===== config.mk =====
export PLATFORM = sky130hd
export DESIGN_NAME = cei_top
export DESIGN_NICKNAME = d
export VERILOG_FILES = /design/src/cei_pkg.sv /design/src/cei_edge.sv /design/src/cei_top.sv
export SDC_FILE = /design/constraint.sdc
export NUM_CORES = 1
export LEC_CHECK = 0
export BUFFER_PORTS_ARGS = -buffer_cell sky130_fd_sc_hd__buf_2
export CAP_MARGIN = 20
export CORE_MARGIN = 2
export CORE_UTILIZATION = 48
export CTS_CLUSTER_SIZE = 12
export DETAILED_ROUTE_END_ITERATION = 10
export PLACE_DENSITY = 0.68
export REMOVE_ABC_BUFFERS = 1
export SLEW_MARGIN = 20
export SYNTH_ARGS = -nofsm -noshare
export SYNTH_HDL_FRONTEND = slang
export SYNTH_SLANG_ARGS = --single-unit

===== constraint.sdc =====
create_clock -name clk_sys -period 3.5 [get_ports clk_sys]
set_input_delay 0.525 -clock clk_sys [delete_from_list [all_inputs] [get_ports clk_sys]]
set_output_delay 0.525 -clock clk_sys [all_outputs]
set_load 0.03 [all_outputs]

===== src/cei_pkg.sv =====
// package: constants, types and register map of the event source
package cei_pkg;

    // ----------------------------------------------------------------
    // register map (byte addresses)
    // ----------------------------------------------------------------
    localparam logic [11:0] ADDR_ENABLE    = 12'h000;
    localparam logic [11:0] ADDR_MODE      = 12'h004;
    localparam logic [11:0] ADDR_STATUS    = 12'h008;
    localparam logic [11:0] ADDR_EVENT     = 12'h00c;
    localparam logic [11:0] ADDR_LIMIT_HI  = 12'h010;
    localparam logic [11:0] ADDR_LIMIT_LO  = 12'h014;

    // ----------------------------------------------------------------
    // field positions and reset values
    // ----------------------------------------------------------------
    localparam int          MODE_MEASURE_BIT = 0;
    localparam int          MODE_ABS_BIT     = 1;
    localparam int          MODE_MOTION_BIT  = 2;
    localparam int          DIRECTION_STATUS_BIT = 0;
    localparam int          STS_LOST_BIT     = 1;
    localparam int          STS_PEND_BIT     = 2;
    localparam int          STS_GATE_BIT     = 3;
    localparam int          EVT_VALID_BIT    = 8;
    localparam logic [9:0]  ENABLE_RST       = 10'h000;
    localparam logic [2:0]  MODE_RST         = 3'h0;
    localparam logic [31:0] LIMIT_HI_RST     = 32'h7fffffff;
    localparam logic [31:0] LIMIT_LO_RST     = 32'h80000000;
    localparam int          NUM_EVT          = 10;

    // ----------------------------------------------------------------
    // event indices (priority: lower index wins) and type codes
    // ----------------------------------------------------------------
    localparam int EV_CAPTURE = 0;
    localparam int EV_SYNC    = 1;
    localparam int EV_GSTART  = 2;
    localparam int EV_GSTOP   = 3;
    localparam int EV_OVFL    = 4;
    localparam int EV_UNFL    = 5;
    localparam int EV_DIR     = 6;
    localparam int EV_ZERO    = 7;
    localparam int EV_CMP0    = 8;
    localparam int EV_CMP1    = 9;

    localparam logic [3:0] CODE_CAPTURE = 4'h8;
    localparam logic [3:0] CODE_SYNC    = 4'h9;
    localparam logic [3:0] CODE_GSTART  = 4'h1;
    localparam logic [3:0] CODE_GSTOP   = 4'h2;
    localparam logic [3:0] CODE_OVFL    = 4'h3;
    localparam logic [3:0] CODE_UNFL    = 4'h4;
    localparam logic [3:0] CODE_DIR     = 4'ha;
    localparam logic [3:0] CODE_ZERO    = 4'h7;
    localparam logic [3:0] CODE_CMP0    = 4'h5;
    localparam logic [3:0] CODE_CMP1    = 4'h6;

    // ----------------------------------------------------------------
    // carriers
    // ----------------------------------------------------------------
    typedef struct packed {
        logic        capture;
        logic        sync;
        logic        gate;
        logic        count_pulse;
        logic        value_change;
        logic [31:0] value;
        logic        compare_output_0;
        logic        compare_output_1;
    } cei_chan_t;

    typedef struct packed {
        logic       valid;
        logic [3:0] code;
    } cei_irq_t;

    typedef enum logic [1:0] {
        ST_IDLE = 2'b01,
        ST_WAIT = 2'b10
    } cei_state_t;

endpackage


===== src/cei_edge.sv =====
// module: synchroniser with rising and falling edge pulses for one level
`timescale 1ns/100ps
module cei_edge (
    input  wire logic clk_sys,
    input  wire logic rst_b,
    input  wire logic din,
    output logic      level,
    output logic      rise,
    output logic      fall
);
    logic [2:0] sync_r;
    logic [2:0] sync_nxt;

    always_comb begin
        sync_nxt = {sync_r[1:0], din};
    end

    always_ff @(posedge clk_sys) begin
        if (!rst_b) begin
            sync_r <= 3'h0;
        end else begin
            sync_r <= sync_nxt;
        end
    end

    // stage 0 is read only by stage 1
    assign level = sync_r[1];
    assign rise  = sync_r[1] & ~sync_r[2];
    assign fall  = ~sync_r[1] & sync_r[2];
endmodule


===== src/cei_top.sv =====
// module: counter event detection, hardware interrupt request and apb register file
//
// Summary of operation
// - capture stored and enabled: code 1000
// - counter synchronised by zero mark or input edge: code 1001
// - internal gate opens and enabled: code 0001
// - internal gate closes and enabled: code 0010
// - counter above high limit and enabled: code 0011
// - counter below low limit and enabled: code 0100
// - value reverses direction and enabled: code 1010
// - direction bit resets to up; first value movement in either direction raises no direction event
// - value crosses zero and enabled: code 0111
// - first comparison output condition met: code 0101
// - second comparison output condition met: code 0110
// - incremental encoder: compare events only on count pulse changes
// - absolute encoder limits events; measuring drops capture; motion mode none
// - all event enables cleared at reset
// - own enables; fires when matching status condition fulfilled
// - events before acknowledge dropped, lost diagnostic set
`timescale 1ns/100ps
module cei_top (
    input  wire logic              clk_sys,
    input  wire logic              rst_b,
    input  wire logic [11:0]       paddr,
    input  wire logic              psel,
    input  wire logic              penable,
    input  wire logic              pwrite,
    input  wire logic [31:0]       pwdata,
    output logic      [31:0]       prdata,
    output logic                   pready,
    output logic                   pslverr,
    input  wire cei_pkg::cei_chan_t chan,
    input  wire logic              aux_digital_input,
    input  wire logic              irq_ack,
    output logic                   irq_valid,
    output logic      [3:0]        irq_code,
    output logic                   irq_lost
);
    // ----------------------------------------------------------------
    // pin input synchronisation
    // ----------------------------------------------------------------
    logic aux_level;
    logic aux_rise;

    cei_edge u_aux (
        .clk_sys (clk_sys),
        .rst_b   (rst_b),
        .din     (aux_digital_input),
        .level   (aux_level),
        .rise    (aux_rise),
        .fall    ()
    );

    // ----------------------------------------------------------------
    // registers
    // ----------------------------------------------------------------
    logic [9:0]          enable_r,   enable_nxt;
    logic [2:0]          mode_r,     mode_nxt;
    logic [31:0]         lim_hi_r,   lim_hi_nxt;
    logic [31:0]         lim_lo_r,   lim_lo_nxt;
    logic [31:0]         prdata_r,   prdata_nxt;
    logic                pready_r,   pready_nxt;
    logic                pslverr_r,  pslverr_nxt;
    logic                dir_r,      dir_nxt;
    logic                gate_r,     gate_nxt;
    logic                cmp0_r,     cmp0_nxt;
    logic                cmp1_r,     cmp1_nxt;
    logic [31:0]         value_r,    value_nxt;
    logic [1:0]          seen_r,     seen_nxt;
    logic [9:0]          pend_r,     pend_nxt;
    logic                lost_r,     lost_nxt;
    cei_pkg::cei_irq_t   irq_r,      irq_nxt;
    cei_pkg::cei_state_t state_r,    state_nxt;

    // ----------------------------------------------------------------
    // apb slave: one wait state; a write lands at the pready edge
    // ----------------------------------------------------------------
    logic acc;
    logic wr_acc;
    logic lost_clr;
    logic mapped;

    assign acc    = psel & penable & ~pready_r;
    assign wr_acc = psel & penable & pready_r & pwrite;

    always_comb begin
        mapped = 1'b1;
        unique case (paddr)
            cei_pkg::ADDR_ENABLE,
            cei_pkg::ADDR_MODE,
            cei_pkg::ADDR_STATUS,
            cei_pkg::ADDR_EVENT,
            cei_pkg::ADDR_LIMIT_HI,
            cei_pkg::ADDR_LIMIT_LO: mapped = 1'b1;
            default:                mapped = 1'b0;
        endcase
    end

    always_comb begin
        enable_nxt  = enable_r;
        mode_nxt    = mode_r;
        lim_hi_nxt  = lim_hi_r;
        lim_lo_nxt  = lim_lo_r;
        prdata_nxt  = prdata_r;
        pready_nxt  = acc;
        pslverr_nxt = acc & ~mapped;
        lost_clr    = 1'b0;
        if (wr_acc) begin
            unique case (paddr)
                cei_pkg::ADDR_ENABLE:   enable_nxt = pwdata[9:0];
                cei_pkg::ADDR_MODE:     mode_nxt   = pwdata[2:0];
                cei_pkg::ADDR_STATUS:   lost_clr   = pwdata[cei_pkg::STS_LOST_BIT];
                cei_pkg::ADDR_LIMIT_HI: lim_hi_nxt = pwdata;
                cei_pkg::ADDR_LIMIT_LO: lim_lo_nxt = pwdata;
                default:                lost_clr   = 1'b0;
            endcase
        end
        if (acc & ~pwrite) begin
            prdata_nxt = 32'h0;
            unique case (paddr)
                cei_pkg::ADDR_ENABLE:   prdata_nxt[9:0] = enable_r;
                cei_pkg::ADDR_MODE:     prdata_nxt[2:0] = mode_r;
                cei_pkg::ADDR_STATUS: begin
                    prdata_nxt[cei_pkg::DIRECTION_STATUS_BIT] = dir_r;
                    prdata_nxt[cei_pkg::STS_LOST_BIT] = lost_r;
                    prdata_nxt[cei_pkg::STS_PEND_BIT] = |pend_r;
                    prdata_nxt[cei_pkg::STS_GATE_BIT] = gate_r;
                end
                cei_pkg::ADDR_EVENT: begin
                    prdata_nxt[3:0]                    = irq_r.code;
                    prdata_nxt[cei_pkg::EVT_VALID_BIT] = irq_r.valid;
                end
                cei_pkg::ADDR_LIMIT_HI: prdata_nxt = lim_hi_r;
                cei_pkg::ADDR_LIMIT_LO: prdata_nxt = lim_lo_r;
                default:                prdata_nxt = 32'h0;
            endcase
        end
    end

    always_ff @(posedge clk_sys) begin
        if (!rst_b) begin
            enable_r  <= cei_pkg::ENABLE_RST;
            mode_r    <= cei_pkg::MODE_RST;
            lim_hi_r  <= cei_pkg::LIMIT_HI_RST;
            lim_lo_r  <= cei_pkg::LIMIT_LO_RST;
            prdata_r  <= 32'h0;
            pready_r  <= 1'b0;
            pslverr_r <= 1'b0;
        end else begin
            enable_r  <= enable_nxt;
            mode_r    <= mode_nxt;
            lim_hi_r  <= lim_hi_nxt;
            lim_lo_r  <= lim_lo_nxt;
            prdata_r  <= prdata_nxt;
            pready_r  <= pready_nxt;
            pslverr_r <= pslverr_nxt;
        end
    end

    // ----------------------------------------------------------------
    // event detection
    // ----------------------------------------------------------------
    logic        measuring;
    logic        absolute;
    logic        motion;
    logic [9:0]  avail;
    logic [9:0]  raw;
    logic [9:0]  fire;
    logic        sgn_old;
    logic        sgn_new;
    logic        moved;
    logic        going_down;

    assign measuring  = mode_r[cei_pkg::MODE_MEASURE_BIT];
    assign absolute   = mode_r[cei_pkg::MODE_ABS_BIT];
    assign motion     = mode_r[cei_pkg::MODE_MOTION_BIT];
    assign moved      = chan.value_change & seen_r[0] & (chan.value != value_r);
    assign going_down = $signed(chan.value) < $signed(value_r);
    assign sgn_old    = value_r[31];
    assign sgn_new    = chan.value[31];

    always_comb begin
        avail = 10'h3ff;
        if (absolute) begin
            avail = 10'h0;
            avail[cei_pkg::EV_CAPTURE] = 1'b1;
            avail[cei_pkg::EV_DIR]     = 1'b1;
            avail[cei_pkg::EV_ZERO]    = 1'b1;
            avail[cei_pkg::EV_CMP0]    = 1'b1;
            avail[cei_pkg::EV_CMP1]    = 1'b1;
        end
        if (measuring) begin
            avail[cei_pkg::EV_CAPTURE] = 1'b0;
        end
        if (motion) begin
            avail = 10'h0;
        end
    end

    always_comb begin
        raw = 10'h0;
        raw[cei_pkg::EV_CAPTURE] = chan.capture;
        raw[cei_pkg::EV_SYNC]    = chan.sync;
        raw[cei_pkg::EV_GSTART]  = chan.gate & ~gate_r;
        raw[cei_pkg::EV_GSTOP]   = ~chan.gate & gate_r;
        raw[cei_pkg::EV_OVFL]    = moved & ($signed(chan.value) > $signed(lim_hi_r));
        raw[cei_pkg::EV_UNFL]    = moved & ($signed(chan.value) < $signed(lim_lo_r));
        raw[cei_pkg::EV_DIR]     = moved & seen_r[1] & (going_down != dir_r);
        raw[cei_pkg::EV_ZERO]    = moved & ((sgn_old != sgn_new) | (chan.value == 32'h0)
                                            & (value_r != 32'h0));
        raw[cei_pkg::EV_CMP0]    = chan.compare_output_0 & ~cmp0_r;
        raw[cei_pkg::EV_CMP1]    = chan.compare_output_1 & ~cmp1_r;
        if (!absolute && !chan.count_pulse) begin
            raw[cei_pkg::EV_CMP0] = 1'b0;
            raw[cei_pkg::EV_CMP1] = 1'b0;
        end
        fire = raw & avail & enable_r;
    end

    // ----------------------------------------------------------------
    // tracked status
    // ----------------------------------------------------------------
    always_comb begin
        gate_nxt  = chan.gate;
        cmp0_nxt  = chan.compare_output_0;
        cmp1_nxt  = chan.compare_output_1;
        dir_nxt   = dir_r;
        value_nxt = value_r;
        seen_nxt  = seen_r;
        if (chan.value_change) begin
            value_nxt   = chan.value;
            seen_nxt[0] = 1'b1;
        end
        if (moved) begin
            dir_nxt     = going_down;
            seen_nxt[1] = 1'b1;
        end
    end

    always_ff @(posedge clk_sys) begin
        if (!rst_b) begin
            gate_r  <= 1'b0;
            cmp0_r  <= 1'b0;
            cmp1_r  <= 1'b0;
            dir_r   <= 1'b0;
            value_r <= 32'h0;
            seen_r  <= 2'h0;
        end else begin
            gate_r  <= gate_nxt;
            cmp0_r  <= cmp0_nxt;
            cmp1_r  <= cmp1_nxt;
            dir_r   <= dir_nxt;
            value_r <= value_nxt;
            seen_r  <= seen_nxt;
        end
    end

    // ----------------------------------------------------------------
    // request presentation and acknowledge
    // ----------------------------------------------------------------
    function automatic logic [3:0] code_of(input int idx);
        logic [3:0] c;
        c = cei_pkg::CODE_CMP1;
        unique case (idx)
            cei_pkg::EV_CAPTURE: c = cei_pkg::CODE_CAPTURE;
            cei_pkg::EV_SYNC:    c = cei_pkg::CODE_SYNC;
            cei_pkg::EV_GSTART:  c = cei_pkg::CODE_GSTART;
            cei_pkg::EV_GSTOP:   c = cei_pkg::CODE_GSTOP;
            cei_pkg::EV_OVFL:    c = cei_pkg::CODE_OVFL;
            cei_pkg::EV_UNFL:    c = cei_pkg::CODE_UNFL;
            cei_pkg::EV_DIR:     c = cei_pkg::CODE_DIR;
            cei_pkg::EV_ZERO:    c = cei_pkg::CODE_ZERO;
            cei_pkg::EV_CMP0:    c = cei_pkg::CODE_CMP0;
            default:             c = cei_pkg::CODE_CMP1;
        endcase
        return c;
    endfunction

    logic [9:0] work;
    logic [9:0] pick;
    logic       hit;

    always_comb begin
        state_nxt = state_r;
        irq_nxt   = irq_r;
        pend_nxt  = pend_r;
        lost_nxt  = lost_r & ~lost_clr;
        work      = pend_r;
        pick      = 10'h0;
        hit       = 1'b0;
        unique case (state_r)
            cei_pkg::ST_IDLE: begin
                work = pend_r | fire;
                for (int i = 0; i < cei_pkg::NUM_EVT; i++) begin
                    if (work[i] && !hit) begin
                        hit     = 1'b1;
                        pick[i] = 1'b1;
                        irq_nxt.code = code_of(i);
                    end
                end
                pend_nxt = work & ~pick;
                if (hit) begin
                    irq_nxt.valid = 1'b1;
                    state_nxt     = cei_pkg::ST_WAIT;
                end
            end
            cei_pkg::ST_WAIT: begin
                // repeated or unacknowledged event is dropped
                if ((fire & pend_r) != 10'h0 || (fire & ~pend_r) != 10'h0
                    && (pend_r != 10'h0 || !irq_ack)) begin
                    lost_nxt = 1'b1;
                end
                if ((fire & pend_r) == 10'h0 && pend_r == 10'h0) begin
                    pend_nxt = fire & {10{irq_ack}};
                end
                if (irq_ack) begin
                    irq_nxt.valid = 1'b0;
                    state_nxt     = cei_pkg::ST_IDLE;
                end
            end
            default: begin
                state_nxt = cei_pkg::ST_IDLE;
                irq_nxt   = '0;
            end
        endcase
    end

    always_ff @(posedge clk_sys) begin
        if (!rst_b) begin
            state_r <= cei_pkg::ST_IDLE;
            irq_r   <= '0;
            pend_r  <= 10'h0;
            lost_r  <= 1'b0;
        end else begin
            state_r <= state_nxt;
            irq_r   <= irq_nxt;
            pend_r  <= pend_nxt;
            lost_r  <= lost_nxt;
        end
    end

    // ----------------------------------------------------------------
    // outputs
    // ----------------------------------------------------------------
    assign prdata    = prdata_r;
    assign pready    = pready_r;
    assign pslverr   = pslverr_r;
    assign irq_valid = irq_r.valid;
    assign irq_code  = irq_r.code;
    assign irq_lost  = lost_r;

    // auxiliary input level and rise are synchronised but feed no event and no output
    logic aux_unused;
    assign aux_unused = aux_level & aux_rise;
endmodule


; ---- Word-level counts from Yosys, hierarchy flattened
; Cells that the tools add are included.
[totals]
ff_bits = 167
input_bits = 90
output_inout_bits = 40
word_cells = 190
[op_classes]
order_cmp = 3
eq_ne = 14
n_mux = 72
n_bitwise = 38
n_reduce_logical = 44
[op_table]
columns = operator, count
row1 = 32-bit less-than comparator, 2
row2 = 10-bit AND, 6
row3 = 1-bit 2-to-1 mux, 46
row4 = 22-bit one-hot mux with 2 select lines, 1
row5 = 4-bit 2-to-1 mux, 10
row6 = 32-bit greater-than comparator, 1
row7 = 32-bit logical NOT, 1
row8 = 32-bit != test, 1
row9 = 32-bit nonzero test, 1
row10 = 10-bit nonzero test, 3
row11 = 12-bit by 4-bit equality test with 1-bit output (second input constant), 2
row12 = 12-bit by 5-bit equality test with 1-bit output (second input constant), 2
row13 = 10-bit logical NOT, 2
row14 = 10-bit 2-to-1 mux, 2
row15 = 10-bit inverter, 2
row16 = 10-bit one-hot mux with 2 select lines, 1
row17 = 1-bit AND, 19
row18 = 3-bit one-hot mux with 6 select lines, 1
row19 = 2-bit AND reduction, 7
row20 = 12-bit by 3-bit equality test with 1-bit output (second input constant), 1
row21 = 1-bit logical AND, 12
row22 = 1-bit logical NOT, 12
row23 = 12-bit logical NOT, 1
row24 = 4-bit one-hot mux with 3 select lines, 1
row25 = other kinds (20), 34

; ---- Logic depth before layout (Yosys ltp)
[logic_depth]
word_depth = 48
ltp_mapped = 12
mapped_depth_nobuf = 11

; ---- Worst setup path before layout
; No wires, ideal clock.
[synth_path]
path_type = input-to-reg
from = input port chan[16] (netlist name)
to = register irq_r, in the netlist irq_code[3]
setup_time_ns = 0.096
arrival_time_ns = 2.835
required_ns = 3.404
path_slack_ns = 0.569
path_stages = 11
path_buffers = 1
cell_sequence = ha_1 > a21oi_1 > nand2_1 > a221o_1 > o31a_1 > or3_1 > a21oi_2 > nand4bb_1 > buf_6 > nor2_2 > o41ai_2
[synth_via]
elab_chain_len = 29
word_cells_on_any_way = 47
cone_classes = 3 x order compare / 3 x eq/ne / 17 x mux / 11 x bitwise / 13 x reduce/logical
[synth_lines]
columns = item, line_no
row1 = "start, declared", cei_top.sv:32  ; input wire cei_pkg::cei_chan_t chan,
row2 = "parallel branches: the longest is 3 deep, another holds 32-bit greater-than comparator", n/a
row3 = 10-bit AND (*) (2 in a row), cei_top.sv:217  ; fire = raw & avail & enable_r;
row4 = 10-bit OR (*), cei_top.sv:293  ; work = pend_r | fire;
row5 = 1-bit logical AND, cei_top.sv:295  ; if (work[i] && !hit) begin
row6 = 1-bit 2-to-1 mux, cei_top.sv:295
row7 = 1-bit 2-to-1 mux, cei_top.sv:291  ; unique case (state_r)
row8 = 1-bit logical NOT, cei_top.sv:295
row9 = 1-bit logical AND, cei_top.sv:295
row10 = (+10 left out), n/a
row11 = 1-bit logical NOT, cei_top.sv:295
row12 = 1-bit logical AND, cei_top.sv:295
row13 = 1-bit 2-to-1 mux, cei_top.sv:295
row14 = 1-bit 2-to-1 mux, cei_top.sv:291
row15 = 1-bit logical NOT, cei_top.sv:295
row16 = 1-bit logical AND, cei_top.sv:295
row17 = 11-bit != test (no source line) / 4-bit 2-to-1 mux (equally long branches), n/a
row18 = 2-bit AND reduction (no source line) / 4-bit one-hot mux with 2 select lines (equally long branches), n/a
row19 = "end signal, assigned", cei_top.sv:336  ; irq_r <= irq_nxt;
row20 = "end, declared", cei_top.sv:72  ; cei_pkg::cei_irq_t irq_r, irq_nxt;
; Every way passes the cells marked *. The select of a mux whose other input is x is not followed.
; A chain may end at the register's enable or synchronous reset.

; ---- Worst setup path after layout
[layout_path]
from = register value_r[15]
to = register irq_r, in the netlist irq_code[2]
[layout_via]
elab_chain_len = 29
word_cells_on_any_way = 45
cone_classes = 1 x order compare / 3 x eq/ne / 17 x mux / 11 x bitwise / 13 x reduce/logical
[layout_lines]
columns = item, line_no
row1 = "start, declared", cei_top.sv:68  ; logic [31:0] value_r, value_nxt;
row2 = "start signal, assigned", cei_top.sv:253  ; value_r <= value_nxt;
row3 = 32-bit != test, cei_top.sv:177  ; assign moved = chan.value_change & seen_r[0] & (chan.value != value_r);
row4 = 1-bit AND, cei_top.sv:177
row5 = 1-bit AND, cei_top.sv:206  ; raw[cei_pkg::EV_OVFL] = moved & ($signed(chan.value) > $signed(lim_hi_r));
row6 = 10-bit AND (*) (2 in a row), cei_top.sv:217
row7 = 10-bit OR (*), cei_top.sv:293
row8 = 1-bit logical AND, cei_top.sv:295
row9 = 1-bit 2-to-1 mux, cei_top.sv:295
row10 = 1-bit 2-to-1 mux, cei_top.sv:291
row11 = (+12 left out), n/a
row12 = 1-bit logical NOT, cei_top.sv:295
row13 = 1-bit logical AND, cei_top.sv:295
row14 = 1-bit 2-to-1 mux, cei_top.sv:295
row15 = 1-bit 2-to-1 mux, cei_top.sv:291
row16 = 1-bit logical NOT, cei_top.sv:295
row17 = 1-bit logical AND, cei_top.sv:295
row18 = 11-bit != test (no source line) / 4-bit 2-to-1 mux (equally long branches), n/a
row19 = 2-bit AND reduction (no source line) / 4-bit one-hot mux with 2 select lines (equally long branches), n/a
; Mark *: on every way between the ends. The rest lies on a longest branch, timed or not. The select of a mux whose other input is x is not followed.

==> metrics.yaml <==
end_kind: "flop"
yosys-top-cells-area: "dfxtp_1 35%, ha_1 12%, nand2_1 6.8%"
die_y_um: 146
cts-root-buf: "clkbuf_16"
grt_pass1_vias: 8136
synth_adder_area_share: 0.123
drive_above_1_share: 0.162
fin_area_um2: 11200
overflow: 0
hold_start: "chan[0]"
drt_iter0_markers: 582
cts_setup_buffers: 0
placed_cells: 1509
muxShareOfSynthArea: 0.0421
coreArea_um2: 19600
clockBufferDepth: 2
synth_compound_area_frac: 0.199
hold_path_end: "cmp1_r"
clock_skew_ns: 0.0107
final_cells: 1541
worstRegToRegCells: 12
critPathLaunchType: "flop"
cp.required_ns: 3.88
ir_worst_vdd_mv: 0.328
dpl-instance-area_um2: 10600
synth_xor_area_frac: 0.00182
via_per_inst: 5.69
relSlewSlack: 0.320
layout_common_cells: "175 x nand2_1, 166 x dfxtp_1, 127 x buf_2"
yosysWarnings: 0
syn_to_final_growth_pct: 16.3
rsz0062_at_grt: "false"
min_path_cells: 2
multi_input_area_um2: 5700
dr_total_vias: 8762
grtUsageTotal: 0.255
die_w_um: 146
wl_per_cell_um: 17.6
finalNetCount: 1448
p_comb_frac: 0.136
synth_top_area_frac: 0.345
worstSkewPairLatency_ns: 0.43
fillers: 1810
synth_seq_area_share: 0.345
drc: 0
r2r_start: "value_r[15]"
syn-instance-count: 1149
grt_max_degree: 93
avgSynthCellArea_um2: 8.38
synthFlopType: "dfxtp_1"
yosys.area_share.simple: 0.223
hold_viol: 0
finalSetupViolCount: 0
tritoncts: "built"
synth_area_um2: 9630
p_int_uw: 3350
hp-class: "in -> reg"
antenna_found_initial: 2
fmax_mhz: 320
fin_crit_ns: 3.12
maxCapViolCount: 0
cts_resized: 0
clkPwrFrac: 0.428
pwr-share-seq: 0.436
hpwl_um: 19600
final_common_cell: "nand2_1"
io_pins: 130
status: "complete, no violations"
synth_top_family_by_area: "simple AND/OR/NAND/NOR gates"
rows: 51
grt_pass1_wl_um: 43700
power.density_nw_per_um2: 408
gp_congestion: 0.953
finalMaxSlewViolations: 0
yosysTopAreaCell: "dfxtp_1"
r2r-end: "irq_code[2]"
criticalPathCategory: "reg -> reg"
cts_hold_buf: 0
dieArea_um2: 21200
start_util: 0.491
max_slew.worst_pin.slew_ns: 1.02
cts_max_level: 4
p_leak_uw: 0.00474
rrSetupSlack_ns: 0.38
finalCritPeriodShare: 0.893
swShare: 0.265
path_max_fanout: 5
cts.sinks: 166
cts.clk_slew.worst_paths_ns: 0.07
cts-buffers-inserted: 17
ant_nets: 0
synth-edff-count: 0
ys_ff_latch: 166
yosysUniqueCellTypes: 73
drtPass1Iterations: 5
power.net_switching_uw: 1210
wl_um: 27200
synthArstFlopShare: 0
io_buffers: 128
cp_data_arrival_time_ns: 3.50
regArea_um2: 3320
critical path, stage by stage, from the launching register on:
cell and delay [ns]:
dfxtp_1 0.39, inv_1 0.07, ha_1 0.30, nand4_1 0.17
nor2_2 0.09, a221o_1 0.32, o31a_1 0.34, o21ai_0 0.21
a21oi_2 0.11, buf_4 0.17, o311a_1 0.32, nor3b_1 0.36
a221o_1 0.22
Yosys cell counts (27+ instances only):
cell	number
nand2_1	175
dfxtp_1	166
inv_1	104
ha_1	95
a21oi_1	58
clkbuf_1	52
nor2_1	50
nor2b_1	42
a21boi_0	40
o211ai_1	40
mux2i_1	36
o21ai_0	33
nor3b_1	28
a221oi_1	27
power by group through the flow:
stage	Clock, µW	Sequential [µW]	Combinational (µW)
floorplan	0	2070	319
global placement	0	2030	602
detailed placement	0	2030	612
CTS	1980	1990	618
global route	2070	1990	690
finish	1950	1990	620
kinds of logic after synthesis:
| family | Yosys count |
|---|---|
| multiplexers | 40 |
| buffers and inverters | 162 |
| adder cells (fa/ha/maj) | 95 |
| XOR/XNOR | 2 |
| flip-flops | 166 |
| AND/OR/NAND/NOR | 413 |
| AO/OA/AOI/OAI | 271 |
layer usage:
metal | part of all wire | vias to the layer above | GRT usage
li1 | - | 4338 | -
met1 | 0.48 | 4121 | 0.368
met2 | 0.44 | 255 | 0.390
met3 | 0.053 | 46 | 0.0483
met4 | 0.020 | 2 | 0.0701
met5 | 0.00048 | - | 0
sequential cells by signal (all words and copies together), names as in the netlist, 2 cells and up:
register / count
enable_r: 10
prdata: 32
value_r: 32
mode_r: 3
lim_lo_r: 32
seen_r: 2
lim_hi_r: 32
pend_r: 10
irq_code: 4
worst max path at each step:
stage | slack, ns | start | to
after floorplan | -0.43 | paddr[10] | lim_hi_r[31]
final | 0.38 | value_r[15] | irq_code[2]
after detailed placement | 0.15 | chan[16] | irq_code[2]
after global routing | 0.18 | value_r[15] | irq_code[2]
after CTS | 0.39 | value_r[15] | irq_code[2]
after global placement | 0.18 | chan[9] | irq_code[2]
layout make-up:
type | instances | area share
clock buffer | 20 | 0.0408
timing repair buffer | 153 | 0.0753
clock inverter | 11 | 0.0132
tap | 265 | 0.0296
sequential | 166 | 0.297
antenna | 1 | 0.000224
inverter | 104 | 0.0349
multi-input combinational | 821 | 0.509
per-stage QoR:
step / setup WS (ns) / util / total power [µW] / hold WS [ns] / TNS [ns]
2_1_floorplan: -0.427 / - / 2390 / 0.440 / -18.04
3_3_place_gp: 0.182 / 0.540 / 2630 / 0.446 / 0
3_5_place_dp: 0.152 / 0.540 / 2640 / 0.453 / 0
4_1_cts: 0.392 / 0.571 / 4590 / 0.295 / 0
5_1_grt: 0.184 / 0.571 / 4750 / 0.307 / 0
6_report: 0.375 / 0.571 / 4560 / 0.307 / 0
(Power assumes the default switching activity.)
